===== config.mk =====
export PLATFORM = sky130hd
export DESIGN_NAME = scp_serial_port
export DESIGN_NICKNAME = d
export VERILOG_FILES = /design/src/scp_pkg.sv /design/src/scp_reg_if.sv /design/src/scp_serial_port.sv /design/src/scp_edge.sv /design/src/scp_regfile.sv
export VERILOG_INCLUDE_DIRS = /design/src
export SDC_FILE = /design/constraint.sdc
export NUM_CORES = 1
export LEC_CHECK = 0
export BUFFER_PORTS_ARGS = -buffer_cell sky130_fd_sc_hd__buf_2
export CORE_ASPECT_RATIO = 0.6
export CORE_MARGIN = 3
export CORE_UTILIZATION = 25
export CTS_CLUSTER_SIZE = 20
export DETAILED_ROUTE_END_ITERATION = 12
export PLACE_DENSITY = 0.46
export SYNTH_ARGS = -nofsm -noshare
export SYNTH_HDL_FRONTEND = slang
export SYNTH_SLANG_ARGS = --single-unit

===== constraint.sdc =====
create_clock -name core_clk -period 2.3 [get_ports core_clk]
set_input_delay 0 -clock core_clk [delete_from_list [all_inputs] [get_ports core_clk]]
set_output_delay 0 -clock core_clk [all_outputs]
set_load 0.01 [all_outputs]

===== src/scp_cfg.svh =====
`ifndef SCP_CFG_SVH
`define SCP_CFG_SVH
// ------------------------------------------------------------
// register offsets of the serial port configuration group
// ------------------------------------------------------------
`define SCP_OFS_CFG_A     15'h0000
`define SCP_OFS_CFG_B     15'h0001
`define SCP_OFS_PWR       15'h0002
`define SCP_OFS_CATEGORY  15'h0003
`define SCP_OFS_IDENT_LO  15'h0004
`define SCP_OFS_IDENT_HI  15'h0005
`define SCP_OFS_REVISION  15'h0006
`define SCP_OFS_MAKER_LO  15'h000c
`define SCP_OFS_MAKER_HI  15'h000d
`define SCP_OFS_CFG_C     15'h000f
// ------------------------------------------------------------
// field positions and reset values
// ------------------------------------------------------------
`define SCP_A_RST_BIT     7
`define SCP_A_ASC_BIT     5
`define SCP_A_4W_BIT      4
`define SCP_B_SINGLE_BIT  7
`define SCP_B_RDBUF_BIT   5
`define SCP_C_COMMIT_BIT  0
`define SCP_PWR_LO        0
`define SCP_PWR_HI        1
`define SCP_PWR_RESET     2'h0
`define SCP_FLAG_RESET    1'h0
// ------------------------------------------------------------
// serial framing
// ------------------------------------------------------------
`define SCP_RD_BIT        15
`define SCP_INSTR_LAST    5'h0f
`define SCP_BYTE_LAST     5'h07
`endif


===== src/scp_pkg.sv =====
package scp_pkg;
   typedef logic [14:0] scp_addr_t;
   typedef logic [7:0]  scp_byte_t;
   typedef logic [1:0]  scp_pwr_t;
   // serial engine phases
   typedef enum logic [2:0] {
      ST_IDLE,
      ST_INSTR,
      ST_LOAD,
      ST_READ,
      ST_WRITE
   } scp_state_e;
endpackage


===== src/scp_reg_if.sv =====
// register access between the serial engine and the register file
interface scp_reg_if;
   import scp_pkg::*;
   logic      wr_stb;
   scp_addr_t addr;
   scp_byte_t wdata;
   scp_byte_t rdata;
   logic      asc;
   logic      four_wire;
   logic      single_byte;
   modport engine (
      output wr_stb,
      output addr,
      output wdata,
      input  rdata,
      input  asc,
      input  four_wire,
      input  single_byte
   );
   modport regs (
      input  wr_stb,
      input  addr,
      input  wdata,
      output rdata,
      output asc,
      output four_wire,
      output single_byte
   );
endinterface


===== src/scp_serial_port.sv =====
`include "scp_cfg.svh"

// ------------------------------------------------------------
// serial control port with its configuration register group
// ------------------------------------------------------------
// identity parameters: all default values are arbitrary
//
// frame as the core sees it
//   select low opens a frame, select high drops it at once
//   16 instruction bits: read flag, then a 15-bit address
//   data bytes follow msb first, taken on serial rises
//   read bits change after serial falls, each byte's msb after a rise
// timing limits
//   each serial clock phase must last three core cycles or
//   more, since edges are found by comparing two samples
//   pins are treated as synchronous; a host on an unrelated
//   clock needs synchronisers in front of them
// clock enable low freezes every register and hides edges
// read data is driven only while a read is under way; both
// data outputs carry the same bit and the mode picks the one
// whose enable is raised

module scp_serial_port #(
   parameter logic [7:0]  CATEGORY_CODE = 8'h3c,
   parameter logic [7:0]  IDENT_LO_CODE = 8'h5a,
   parameter logic [7:0]  IDENT_HI_CODE = 8'h11,
   parameter logic [7:0]  REVISION_CODE = 8'h02,
   parameter logic [15:0] MAKER_CODE    = 16'h1234
) (
   input  wire logic        core_clk,
   input  wire logic        rst,
   input  wire logic        clk_en,
   input  wire logic        port_select_n,
   input  wire logic        serial_clk,
   input  wire logic        sdio_in,
   output logic             sdio_out,
   output logic             sdio_oe,
   output logic             sdo_out,
   output logic             sdo_oe,
   output scp_pkg::scp_pwr_t power_mode_field
);
   import scp_pkg::*;

   // ---------------------------------------------------------
   // address stepping, shared by read and write streams
   // ---------------------------------------------------------
   // wraps at both ends of the 15-bit space, the natural
   // behaviour of a pointer of that width
   function automatic scp_addr_t step_addr(
      input scp_addr_t a,
      input logic      up
   );
      step_addr = up ? scp_addr_t'(a + 15'h0001)
                     : scp_addr_t'(a - 15'h0001);
   endfunction

   // register access carrier between engine and register file
   scp_reg_if  bus ();

   // edge finder outputs
   logic       frame_on;
   logic       sclk_rise;
   logic       sclk_fall;

   // serial engine state
   scp_state_e state_reg;
   logic [4:0] bit_cnt_reg;
   logic [15:0] shin_reg;
   scp_addr_t  addr_reg;
   // write path holding registers
   scp_addr_t  wr_addr_reg;
   logic       wr_stb_reg;
   scp_byte_t  wdata_reg;
   // read path shifter
   logic [6:0] out_sh_reg;
   logic       out_bit_reg;

   // ---------------------------------------------------------
   // pin edge finder
   // ---------------------------------------------------------
   // edges are gated by the select, so clock activity between
   // frames can never advance the engine
   scp_edge u_edge (
      .core_clk      (core_clk),
      .rst           (rst),
      .clk_en        (clk_en),
      .serial_clk    (serial_clk),
      .port_select_n (port_select_n),
      .frame_on      (frame_on),
      .sclk_rise     (sclk_rise),
      .sclk_fall     (sclk_fall)
   );

   // ---------------------------------------------------------
   // register file
   // ---------------------------------------------------------
   // reads are answered combinationally from the address shown,
   // so a load needs no extra wait state
   scp_regfile #(
      .CATEGORY_CODE (CATEGORY_CODE),
      .IDENT_LO_CODE (IDENT_LO_CODE),
      .IDENT_HI_CODE (IDENT_HI_CODE),
      .REVISION_CODE (REVISION_CODE),
      .MAKER_CODE    (MAKER_CODE)
   ) u_regs (
      .core_clk         (core_clk),
      .rst              (rst),
      .clk_en           (clk_en),
      .bus              (bus.regs),
      .power_mode_field (power_mode_field)
   );

   // ---------------------------------------------------------
   // phase decode
   // ---------------------------------------------------------
   // idle also accepts instruction bits so the first edge of a
   // frame is never missed
   wire in_instr = (state_reg == ST_IDLE) |
                   (state_reg == ST_INSTR);
   wire in_read  = (state_reg == ST_READ);
   wire in_write = (state_reg == ST_WRITE);
   wire in_data  = in_read | in_write;
   wire in_load  = (state_reg == ST_LOAD);

   // serial input word with the bit arriving now appended
   wire [15:0] rx_word = {shin_reg[14:0], sdio_in};

   wire instr_done = sclk_rise & in_instr &
                     (bit_cnt_reg == `SCP_INSTR_LAST);
   wire byte_done  = sclk_rise & in_data &
                     (bit_cnt_reg == `SCP_BYTE_LAST);
   // instruction word: bit 15 read flag, bits 14:0 address
   wire is_read    = rx_word[`SCP_RD_BIT];

   // ---------------------------------------------------------
   // phase machine
   // ---------------------------------------------------------
   // load lasts one core cycle in which the register file is
   // read; the msb reaches the pins one cycle later, well ahead
   // of the next serial fall
   // select high always abandons the frame, even mid byte
   always_ff @(posedge core_clk) begin
      if (rst) begin
         state_reg <= ST_IDLE;
      end else if (clk_en) begin
         if (!frame_on) begin
            state_reg <= ST_IDLE;
         end else begin
            case (state_reg)
               ST_IDLE, ST_INSTR: begin
                  if (instr_done) begin
                     state_reg <= is_read ? ST_LOAD : ST_WRITE;
                  end else begin
                     state_reg <= ST_INSTR;
                  end
               end
               ST_LOAD: begin
                  state_reg <= ST_READ;
               end
               ST_READ: begin
                  if (byte_done) begin
                     // in single-byte mode one byte ends the access, select ignored
                     state_reg <= bus.single_byte ? ST_INSTR
                                                  : ST_LOAD;
                  end
               end
               // streaming writes stay here until the select rises
               ST_WRITE: begin
                  if (byte_done && bus.single_byte) begin
                     state_reg <= ST_INSTR;
                  end
               end
               default: begin
                  state_reg <= ST_IDLE;
               end
            endcase
         end
      end
   end

   // ---------------------------------------------------------
   // bit counter and input shifter
   // ---------------------------------------------------------
   // counts rises within the instruction or the current byte;
   // no rise can arrive during a load, the guard only keeps the
   // count sane if a host breaks the phase limits
   always_ff @(posedge core_clk) begin
      if (rst) begin
         bit_cnt_reg <= 5'h00;
      end else if (clk_en) begin
         if (!frame_on || instr_done || byte_done) begin
            bit_cnt_reg <= 5'h00;
         end else if (sclk_rise && !in_load) begin
            bit_cnt_reg <= bit_cnt_reg + 5'h01;
         end
      end
   end

   // the instruction is read from rx_word, not from this
   // register, so the 16th bit is used in the cycle it arrives
   // data is taken on the rising serial edge
   always_ff @(posedge core_clk) begin
      if (rst) begin
         shin_reg <= 16'h0000;
      end else if (clk_en && sclk_rise) begin
         shin_reg <= rx_word;
      end
   end

   // ---------------------------------------------------------
   // address pointer
   // ---------------------------------------------------------
   // steps after every byte, reads and writes alike; after the
   // last read byte it points one past, which is harmless as a
   // new frame reloads it from the instruction
   always_ff @(posedge core_clk) begin
      if (rst) begin
         addr_reg <= 15'h0000;
      end else if (clk_en) begin
         if (instr_done) begin
            addr_reg <= rx_word[14:0];
         end else if (byte_done) begin
            addr_reg <= step_addr(addr_reg, bus.asc);
         end
      end
   end

   // ---------------------------------------------------------
   // write strobe, one core cycle after the last data bit
   // ---------------------------------------------------------
   // a select that rises right after the last bit still lets
   // the strobe through, since the byte itself was complete
   // the pointer has already stepped, so the target is latched
   always_ff @(posedge core_clk) begin
      if (rst) begin
         wr_stb_reg  <= 1'h0;
         wr_addr_reg <= 15'h0000;
         wdata_reg   <= 8'h00;
      end else if (clk_en) begin
         wr_stb_reg <= byte_done & in_write;
         if (byte_done) begin
            wr_addr_reg <= addr_reg;
            wdata_reg   <= rx_word[7:0];
         end
      end
   end

   assign bus.wr_stb = wr_stb_reg;
   assign bus.wdata  = wdata_reg;
   // reads look at the live pointer only while loading
   assign bus.addr   = in_load ? addr_reg : wr_addr_reg;

   // ---------------------------------------------------------
   // read shifter, msb first, changes on the falling edge
   // ---------------------------------------------------------
   // bits past the eighth shift in as zeros; in streaming the
   // next load replaces them before they reach the pins
   // the falling edge right after a load is skipped because the
   // msb was already placed by the load itself
   always_ff @(posedge core_clk) begin
      if (rst) begin
         out_bit_reg <= 1'h0;
         out_sh_reg  <= 7'h00;
      end else if (clk_en) begin
         if (in_load) begin
            out_bit_reg <= bus.rdata[7];
            out_sh_reg  <= bus.rdata[6:0];
         end else if (sclk_fall && in_read &&
                      bit_cnt_reg != 5'h00) begin
            out_bit_reg <= out_sh_reg[6];
            out_sh_reg  <= {out_sh_reg[5:0], 1'h0};
         end
      end
   end

   // ---------------------------------------------------------
   // output pins
   // ---------------------------------------------------------
   // in three-wire reads the host must let go of the shared
   // line by the first read bit; the enable rises one cycle
   // after the 16th rise, before any read bit is due
   // the enable stays high across streamed bytes and drops with
   // the select, or at the end of a one-byte read
   // both data outputs carry the same bit, the mode picks which
   // one is enabled
   wire rd_drive = frame_on & (in_read | in_load);
   assign sdio_out = out_bit_reg;
   assign sdo_out  = out_bit_reg;
   assign sdio_oe  = rd_drive & ~bus.four_wire;
   assign sdo_oe   = rd_drive & bus.four_wire;
endmodule


===== src/scp_edge.sv =====
// serial clock edge finder, inputs are already core-synchronous
module scp_edge (
   input  wire logic core_clk,
   input  wire logic rst,
   input  wire logic clk_en,
   input  wire logic serial_clk,
   input  wire logic port_select_n,
   output logic      frame_on,
   output logic      sclk_rise,
   output logic      sclk_fall
);
   logic sclk_prev_reg;

   // previous level, frozen with the clock enable
   always_ff @(posedge core_clk) begin
      if (rst) begin
         sclk_prev_reg <= 1'h0;
      end else if (clk_en) begin
         sclk_prev_reg <= serial_clk;
      end
   end

   // edges only count inside a frame and while enabled
   assign frame_on  = ~port_select_n;
   assign sclk_rise = clk_en & frame_on & serial_clk & ~sclk_prev_reg;
   assign sclk_fall = clk_en & frame_on & ~serial_clk & sclk_prev_reg;
endmodule


===== src/scp_regfile.sv =====
`include "scp_cfg.svh"
// configuration, pending/active power mode and identity codes
module scp_regfile #(
   parameter logic [7:0] CATEGORY_CODE = 8'h3c,
   parameter logic [7:0] IDENT_LO_CODE = 8'h5a,
   parameter logic [7:0] IDENT_HI_CODE = 8'h11,
   parameter logic [7:0] REVISION_CODE = 8'h02,
   parameter logic [15:0] MAKER_CODE   = 16'h1234
) (
   input  wire logic       core_clk,
   input  wire logic       rst,
   input  wire logic       clk_en,
   scp_reg_if.regs         bus,
   output scp_pkg::scp_pwr_t power_mode_field
);
   import scp_pkg::*;

   logic     asc_reg;
   logic     four_wire_reg;
   logic     single_reg;
   logic     rdbuf_reg;
   scp_pwr_t pwr_pend_reg;
   scp_pwr_t pwr_act_reg;

   // ---------------------------------------------------------
   // write decode
   // ---------------------------------------------------------
   wire hit_a   = bus.wr_stb & (bus.addr == `SCP_OFS_CFG_A);
   wire hit_b   = bus.wr_stb & (bus.addr == `SCP_OFS_CFG_B);
   wire hit_pwr = bus.wr_stb & (bus.addr == `SCP_OFS_PWR);
   wire hit_c   = bus.wr_stb & (bus.addr == `SCP_OFS_CFG_C);
   // low nibble must be the high nibble bit-reversed
   wire mirror_ok = bus.wdata[3:0] ==
                    {bus.wdata[4], bus.wdata[5],
                     bus.wdata[6], bus.wdata[7]};
   wire take_a    = hit_a & mirror_ok;
   wire soft_rst  = take_a & bus.wdata[`SCP_A_RST_BIT];
   wire commit    = hit_c & bus.wdata[`SCP_C_COMMIT_BIT];

   // port configuration survives the soft reset
   always_ff @(posedge core_clk) begin
      if (rst) begin
         asc_reg       <= `SCP_FLAG_RESET;
         four_wire_reg <= `SCP_FLAG_RESET;
         single_reg    <= `SCP_FLAG_RESET;
         rdbuf_reg     <= `SCP_FLAG_RESET;
      end else if (clk_en) begin
         if (take_a) begin
            asc_reg       <= bus.wdata[`SCP_A_ASC_BIT];
            four_wire_reg <= bus.wdata[`SCP_A_4W_BIT];
         end
         if (hit_b) begin
            single_reg <= bus.wdata[`SCP_B_SINGLE_BIT];
            rdbuf_reg  <= bus.wdata[`SCP_B_RDBUF_BIT];
         end
      end
   end

   // double-buffered power mode, commit copies pending to active
   always_ff @(posedge core_clk) begin
      if (rst) begin
         pwr_pend_reg <= `SCP_PWR_RESET;
         pwr_act_reg  <= `SCP_PWR_RESET;
      end else if (clk_en) begin
         if (soft_rst) begin
            pwr_pend_reg <= `SCP_PWR_RESET;
            pwr_act_reg  <= `SCP_PWR_RESET;
         end else begin
            if (hit_pwr) begin
               pwr_pend_reg <= bus.wdata[`SCP_PWR_HI:`SCP_PWR_LO];
            end
            if (commit) begin
               pwr_act_reg <= pwr_pend_reg;
            end
         end
      end
   end

   // ---------------------------------------------------------
   // read selection; reset and commit bits always read zero
   // ---------------------------------------------------------
   wire scp_pwr_t pwr_view = rdbuf_reg ? pwr_pend_reg
                                       : pwr_act_reg;
   assign bus.rdata =
      (bus.addr == `SCP_OFS_CFG_A) ?
         {2'h0, asc_reg, four_wire_reg,
          four_wire_reg, asc_reg, 2'h0} :
      (bus.addr == `SCP_OFS_CFG_B) ?
         {single_reg, 1'h0, rdbuf_reg, 5'h00} :
      (bus.addr == `SCP_OFS_PWR)      ? {6'h00, pwr_view} :
      (bus.addr == `SCP_OFS_CATEGORY) ? CATEGORY_CODE :
      (bus.addr == `SCP_OFS_IDENT_LO) ? IDENT_LO_CODE :
      (bus.addr == `SCP_OFS_IDENT_HI) ? IDENT_HI_CODE :
      (bus.addr == `SCP_OFS_REVISION) ? REVISION_CODE :
      (bus.addr == `SCP_OFS_MAKER_LO) ? MAKER_CODE[7:0] :
      (bus.addr == `SCP_OFS_MAKER_HI) ? MAKER_CODE[15:8] :
      8'h00;

   assign bus.asc         = asc_reg;
   assign bus.four_wire   = four_wire_reg;
   assign bus.single_byte = single_reg;
   assign power_mode_field = pwr_act_reg;
endmodule


Yosys cells after proc, flatten, opt, wreduce, memory -nomap -nowiden
Cells that the tools add are included.
Widths: inputs -> output; s select.
{"block": "classes", "n_addsub": 3, "n_reduce_logical": 26, "n_bitwise": 27, "n_mux": 31, "eq_ne": 18}
{"operator": "$mux 8", "n": 8}
{"operator": "$mux 15", "n": 4}
{"operator": "$eq 15x3->1 const B", "n": 3}
{"operator": "$eq 15x4->1 const B", "n": 3}
{"operator": "$eq 15x2->1 const B", "n": 2}
{"operator": "$and 1x1->1", "n": 20}
{"operator": "$reduce_and 2->1", "n": 8}
{"operator": "$add 15x1->15 const B", "n": 1}
{"operator": "$eq 15x1->1 const B", "n": 1}
{"operator": "$logic_not 15->1", "n": 1}
{"operator": "$mux 3", "n": 5}
{"operator": "$mux 5", "n": 3}
{"operator": "$sub 15x1->15 const B", "n": 1}
{"operator": "$mux 7", "n": 2}
{"operator": "$mux 2", "n": 6}
{"operator": "$pmux 3 s4", "n": 1}
{"operator": "$reduce_bool 2->1", "n": 5}
{"operator": "$eq 3x2->1 const B", "n": 2}
{"operator": "$ne 3x2->1 const B", "n": 2}
{"operator": "$add 5x1->5 const B", "n": 1}
{"operator": "$eq 5x3->1 const B", "n": 1}
{"operator": "$eq 5x4->1 const B", "n": 1}
{"operator": "$logic_and 1x1->1", "n": 5}
{"operator": "$reduce_bool 5->1", "n": 1}
{"operator": "other kinds (11)", "n": 18}
{"block": "totals", "ff_bits": 79, "out_inout_bits": 6, "input_bits": 6}

Logic depth before layout (Yosys ltp)
{"block": "logic_depth", "word_depth": 13, "mapped_depth": 9}

Cells and area by module
A second synthesis with hierarchy kept.
{"block": "hier_totals", "hier_cells": 575, "hier_area_um2": 4568.1}
{"module": "scp_serial_port", "n_inst": 1, "cells_each": 469, "area_each_um2": 3723.6}
{"module": "scp_regfile", "n_inst": 1, "cells_each": 100, "area_each_um2": 782.0}
{"module": "scp_edge", "n_inst": 1, "cells_each": 6, "area_each_um2": 62.6}

Least setup slack after synthesis
No wires, ideal clock.
{"block": "synth_path", "path_kind": "flip-flop to flip-flop", "start": "register u_regs.asc_reg, in the netlist u_regs.bus.asc", "end": "register addr_reg[12]", "setup_ps": 114, "stages_incl_launch_ff": 9, "setup_slack_ps": -86, "t_required_ps": 2186, "path_buffers": 0, "arrival_time_ps": 2272, "path_cell_list": "dfxtp_1 inv_1 fa_1 a211oi_1 o21a_1 o21ai_0 nand2_1 nand3_1 a2111oi_0"}
{"block": "synth_via", "elab_chain_len": 3}
{"item": "from (decl)", "line_no": "scp_regfile.sv:18", "text": "logic asc_reg;"}
{"item": "from (signal assigned)", "line_no": "scp_regfile.sv:43", "text": "asc_reg <= `SCP_FLAG_RESET;"}
{"item": "from (signal assigned)", "line_no": "scp_regfile.sv:49", "text": "asc_reg <= bus.wdata[`SCP_A_ASC_BIT];"}
{"item": "$mux 15", "line_no": "scp_serial_port.sv:53", "text": "step_addr = up ? scp_addr_t'(a + 15'h0001)"}
{"item": "$mux 15", "line_no": "scp_serial_port.sv:222", "text": "end else if (byte_done) begin"}
{"item": "$mux 15", "line_no": "scp_serial_port.sv:220", "text": "if (instr_done) begin"}
{"item": "to (signal assigned)", "line_no": "scp_serial_port.sv:221", "text": "addr_reg <= rx_word[14:0];"}
{"item": "to (signal assigned)", "line_no": "scp_serial_port.sv:223", "text": "addr_reg <= step_addr(addr_reg, bus.asc);"}
{"item": "to (decl)", "line_no": "scp_serial_port.sv:69", "text": "scp_addr_t addr_reg;"}
Every way passes these cells. The select of a mux whose other input is x is not followed.
A chain may end at the register's enable or synchronous reset.

Worst setup path in the final report
{"block": "layout_path", "start": "register addr_reg[8]", "end": "register u_regs.four_wire_reg, in the netlist u_regs.bus.four_wire"}
{"block": "layout_via", "elab_chain_len": 5}
{"item": "$mux 15", "line_no": "scp_serial_port.sv:251", "text": "assign bus.addr = in_load ? addr_reg : wr_addr_reg;"}
{"item": "$logic_not 15->1 (no line)"}
{"item": "$and 1x1->1", "line_no": "scp_regfile.sv:28", "text": "wire hit_a = bus.wr_stb & (bus.addr == `SCP_OFS_CFG_A);"}
{"item": "$and 1x1->1", "line_no": "scp_regfile.sv:36", "text": "wire take_a = hit_a & mirror_ok;"}
{"item": "$reduce_and 2->1 (no line)"}
{"item": "to (signal assigned)", "line_no": "scp_regfile.sv:44", "text": "four_wire_reg <= `SCP_FLAG_RESET;"}
{"item": "to (signal assigned)", "line_no": "scp_regfile.sv:50", "text": "four_wire_reg <= bus.wdata[`SCP_A_4W_BIT];"}
{"item": "to (decl)", "line_no": "scp_regfile.sv:19", "text": "logic four_wire_reg;"}
Every way passes these cells.

==> summary.txt <==
Outcome
  – Run status: finished, final reports clean

Cells and area
  – Final #Nets: 640
  – Layout area overhead: 24.8%
  – Final instance count without filler cells: 856
  – Share of layout cells above drive strength 1: 18.5%
  – Antenna cells: 0
  – Design area: 0.00553 sq mm

STA
  – Clock skew: 0.00604 ns
  – Worst Tran Pin Value: 0.534 ns
  – Final setup viols: 0
  – Max Slew Vio Count: 0
  – Final setup TNS: 0 ns
  – Fin crit share: 97.1%
  – Slew margin rel.: 64.0%
  – Final hold vios: 0
  – RSZ-0062 raised after global routing: false
  – Fin crit period: 2.23 ns
  – Fmax achieved: 0.448 GHz

CTS
  – CTS sink cnt: 79
  – H-tree Lvls: 3
  – Clock slew at reported path FFs: 0.06 ns
  – CTS max path bufs: 2
  – Latest clock arrival within the worst-skew pair: 0.35 ns
  – Clock Tree Root: clkbuf_16
  – Total CTS buffers: 9
  – CTS tree: done

Floorplan
  – Die height: 109 microns
  – Die X: 178 microns
  – Ports: 12
  – Core area: 0.0173 sq mm
  – Initial core utilization: 25.7%
  – Die ar.: 0.0194 sq mm
  – Site Rows: 37

Logic synthesis
  – Netlist Area Pre-Place: 0.00443 sq mm
  – Syn_area_per_cell: 7.70 sq um
  – Synth Net Count: 598
  – Cells after Synth: 575
  – Async set-reset flop share out of synthesis: 0%
  – Unique masters post-synth: 65
  – Yosys reg bits: 79
  – EDFF count, synth: 0
  – Sequential fraction of the synthesis area: 35.7%
  – Synth Warn #: 0
  – Ys flop type: dfxtp_1

GRT
  – First-pass GRT wire length: 22.4 mm
  – Pin count of the biggest net entering global routing: 41
  – Antenna violations before repair: 0
  – Total gr overflow: 0
  – Total GRT Usage: 15.1%
  – Vias in the first global route: 4026

Routing
  – First drt pass iteration count: 5
  – Drt wl/cell: 16.9 microns
  – Antenna-violating nets left: 0
  – WL final: 14.5 mm
  – DRC: 0
  – Starting DRT DRC Count: 447
  – DR vias: 4433
  – Via/cell ratio: 5.18

Setup path
  – Cells along the critical path: nor4_4 -> nand4_1 -> and2_4 -> or4_4 -> mux2i_1 -> nor2_1
  – CP Launch Point: addr_reg[8]
  – Slowest stage delay, CP: 0.51 ns
  – Crit. End Element: flop
  – Crit start category: flop
  – Cell family with most CP delay: simple AND/OR/NAND/NOR gates
  – WP buf/inv: 0
  – CP max-delay cell: or4_4
  – Launch point of the worst reg-to-reg path: addr_reg[8]
  – Crit-path max FO: 6
  – Setup CP Type: reg -> reg
  – Worst EP required: 2.51 ns
  – Crit path DAT: 2.45 ns

Pwr
  – Worst vdd ir: 0.287 mV
  – P_leak: 0.00206 uW
  – Power Total: 3080 uW
  – P per Cell Area: 557 mW/mm^2

Hold path
  – Worst hold path type: in -> reg
  – Min-Delay Startpoint: clk_en

Placed design
  – Port Buf Inserts: 11
  – DP Area: 0.00508 sq mm
  – Final HPWL DP: 10.7 mm
  – Final Wtd Congestion: 0.916
  – Cells after DPL: 836

Job
  – Max-Cap Viols: 0
## worst register-to-register path: cells and delay by family, from the launching register on
family | cells | cell delay (ns)
flip-flops | 1 | 0.41
AND/OR/NAND/NOR | 5 | 1.51
multiplexers | 1 | 0.18
## routing by layer
layer / global-route usage, % / part of all wire, %
met2: 18.8 / 37
met5: 0 / 0
met3: 3.13 / 6.3
met1: 25.1 / 56
met4: 3.25 / 0.81
## where the power goes
| group | total (uW) | switching (uW) | internal [uW] | leakage (uW) |
|---|---|---|---|---|
| Clock | 1630 | 617 | 1010 | 0.000158 |
| Sequential | 1380 | 4.60 | 1370 | 0.000637 |
| Combinational | 81.0 | 56.7 | 24.3 | 0.00126 |
| Total | 3080 | 678 | 2400 | 0.00206 |
## layout by cell type (no fill, tap or decap), types with 9 or more instances in the layout
cell       instances
nand2_1          113
dfxtp_1           78
a21oi_1           60
nor2_1            56
buf_4             55
o21ai_0           25
nor3_1            18
ha_1              15
mux2i_1           12
buf_2             11
nand3_1           10
clkbuf_16          9
## stage by stage
step                      hold WS, ns  util, %  setup WS (ns)
after floorplan                 0.136        -         0.0112
after global placement          0.290     29.4         -0.130
after detailed placement        0.299     29.4         -0.129
after CTS                       0.102     31.5         0.0223
after global routing            0.125     32.0       0.000377
final                           0.115     32.0         0.0673
## cells by family (layout without fill, tap and decap cells)
| family | after synthesis | count (layout) | share of synthesized area, % |
|---|---|---|---|
| buffers and inverters | 49 | 96 | 4.72 |
| xor gates and xnor gates | 13 | 13 | 2.57 |
| muxes | 17 | 17 | 4.04 |
| AOI/OAI and AO/OA | 157 | 157 | 22.5 |
| DFF | 79 | 79 | 35.7 |
| adders and majority gates | 17 | 17 | 4.97 |
| and+or+nand+nor | 243 | 243 | 25.5 |
## cells in the mapped netlist (8+ instances only)
cell type	number	area [sq um]
nand2_1	113	424
dfxtp_1	79	1580
a21oi_1	63	315
nor2_1	56	210
o21ai_0	28	140
clkbuf_1	26	97.6
nor3_1	18	90.1
ha_1	16	200
mux2i_1	12	120
nand3_1	10	50.1
a211oi_1	9	67.6
inv_1	9	33.8
buf_2	8	40.0
xnor2_1	8	70.1
## final timing paths
check                               to  slack, ns  cells past startpoint
setup reg to reg  u_regs.bus.four_wire       0.07                      6
hold reg to reg         wr_addr_reg[6]       0.46                      2
setup / recovery  u_regs.bus.four_wire       0.07                      6
hold / removal    u_edge.sclk_prev_reg       0.12                      3
## what timing repair did
action                                  CTS  global route
buffers inserted                          0             1
resized for setup                         3            19
hold buffers                              2             0
endpoints found under the setup margin    7            22
gates cloned                              0             1
pin swaps                                 0             5
hold endpoints to repair                  3             0
## layout make-up
| cell class | instances | area, sq um |
|---|---|---|
| fillers | 1813 | 11700 |
| repair buffers | 70 | 528 |
| well taps | 234 | 293 |
| multi-input cells | 447 | 2740 |
| clock buffers | 11 | 253 |
| clock inverters | 5 | 80.1 |
| repair inverters | 1 | 7.51 |
| flip-flops and latches | 79 | 1590 |
| inverters | 9 | 37.5 |
Note: power is estimated with default switching activity, not from simulation.
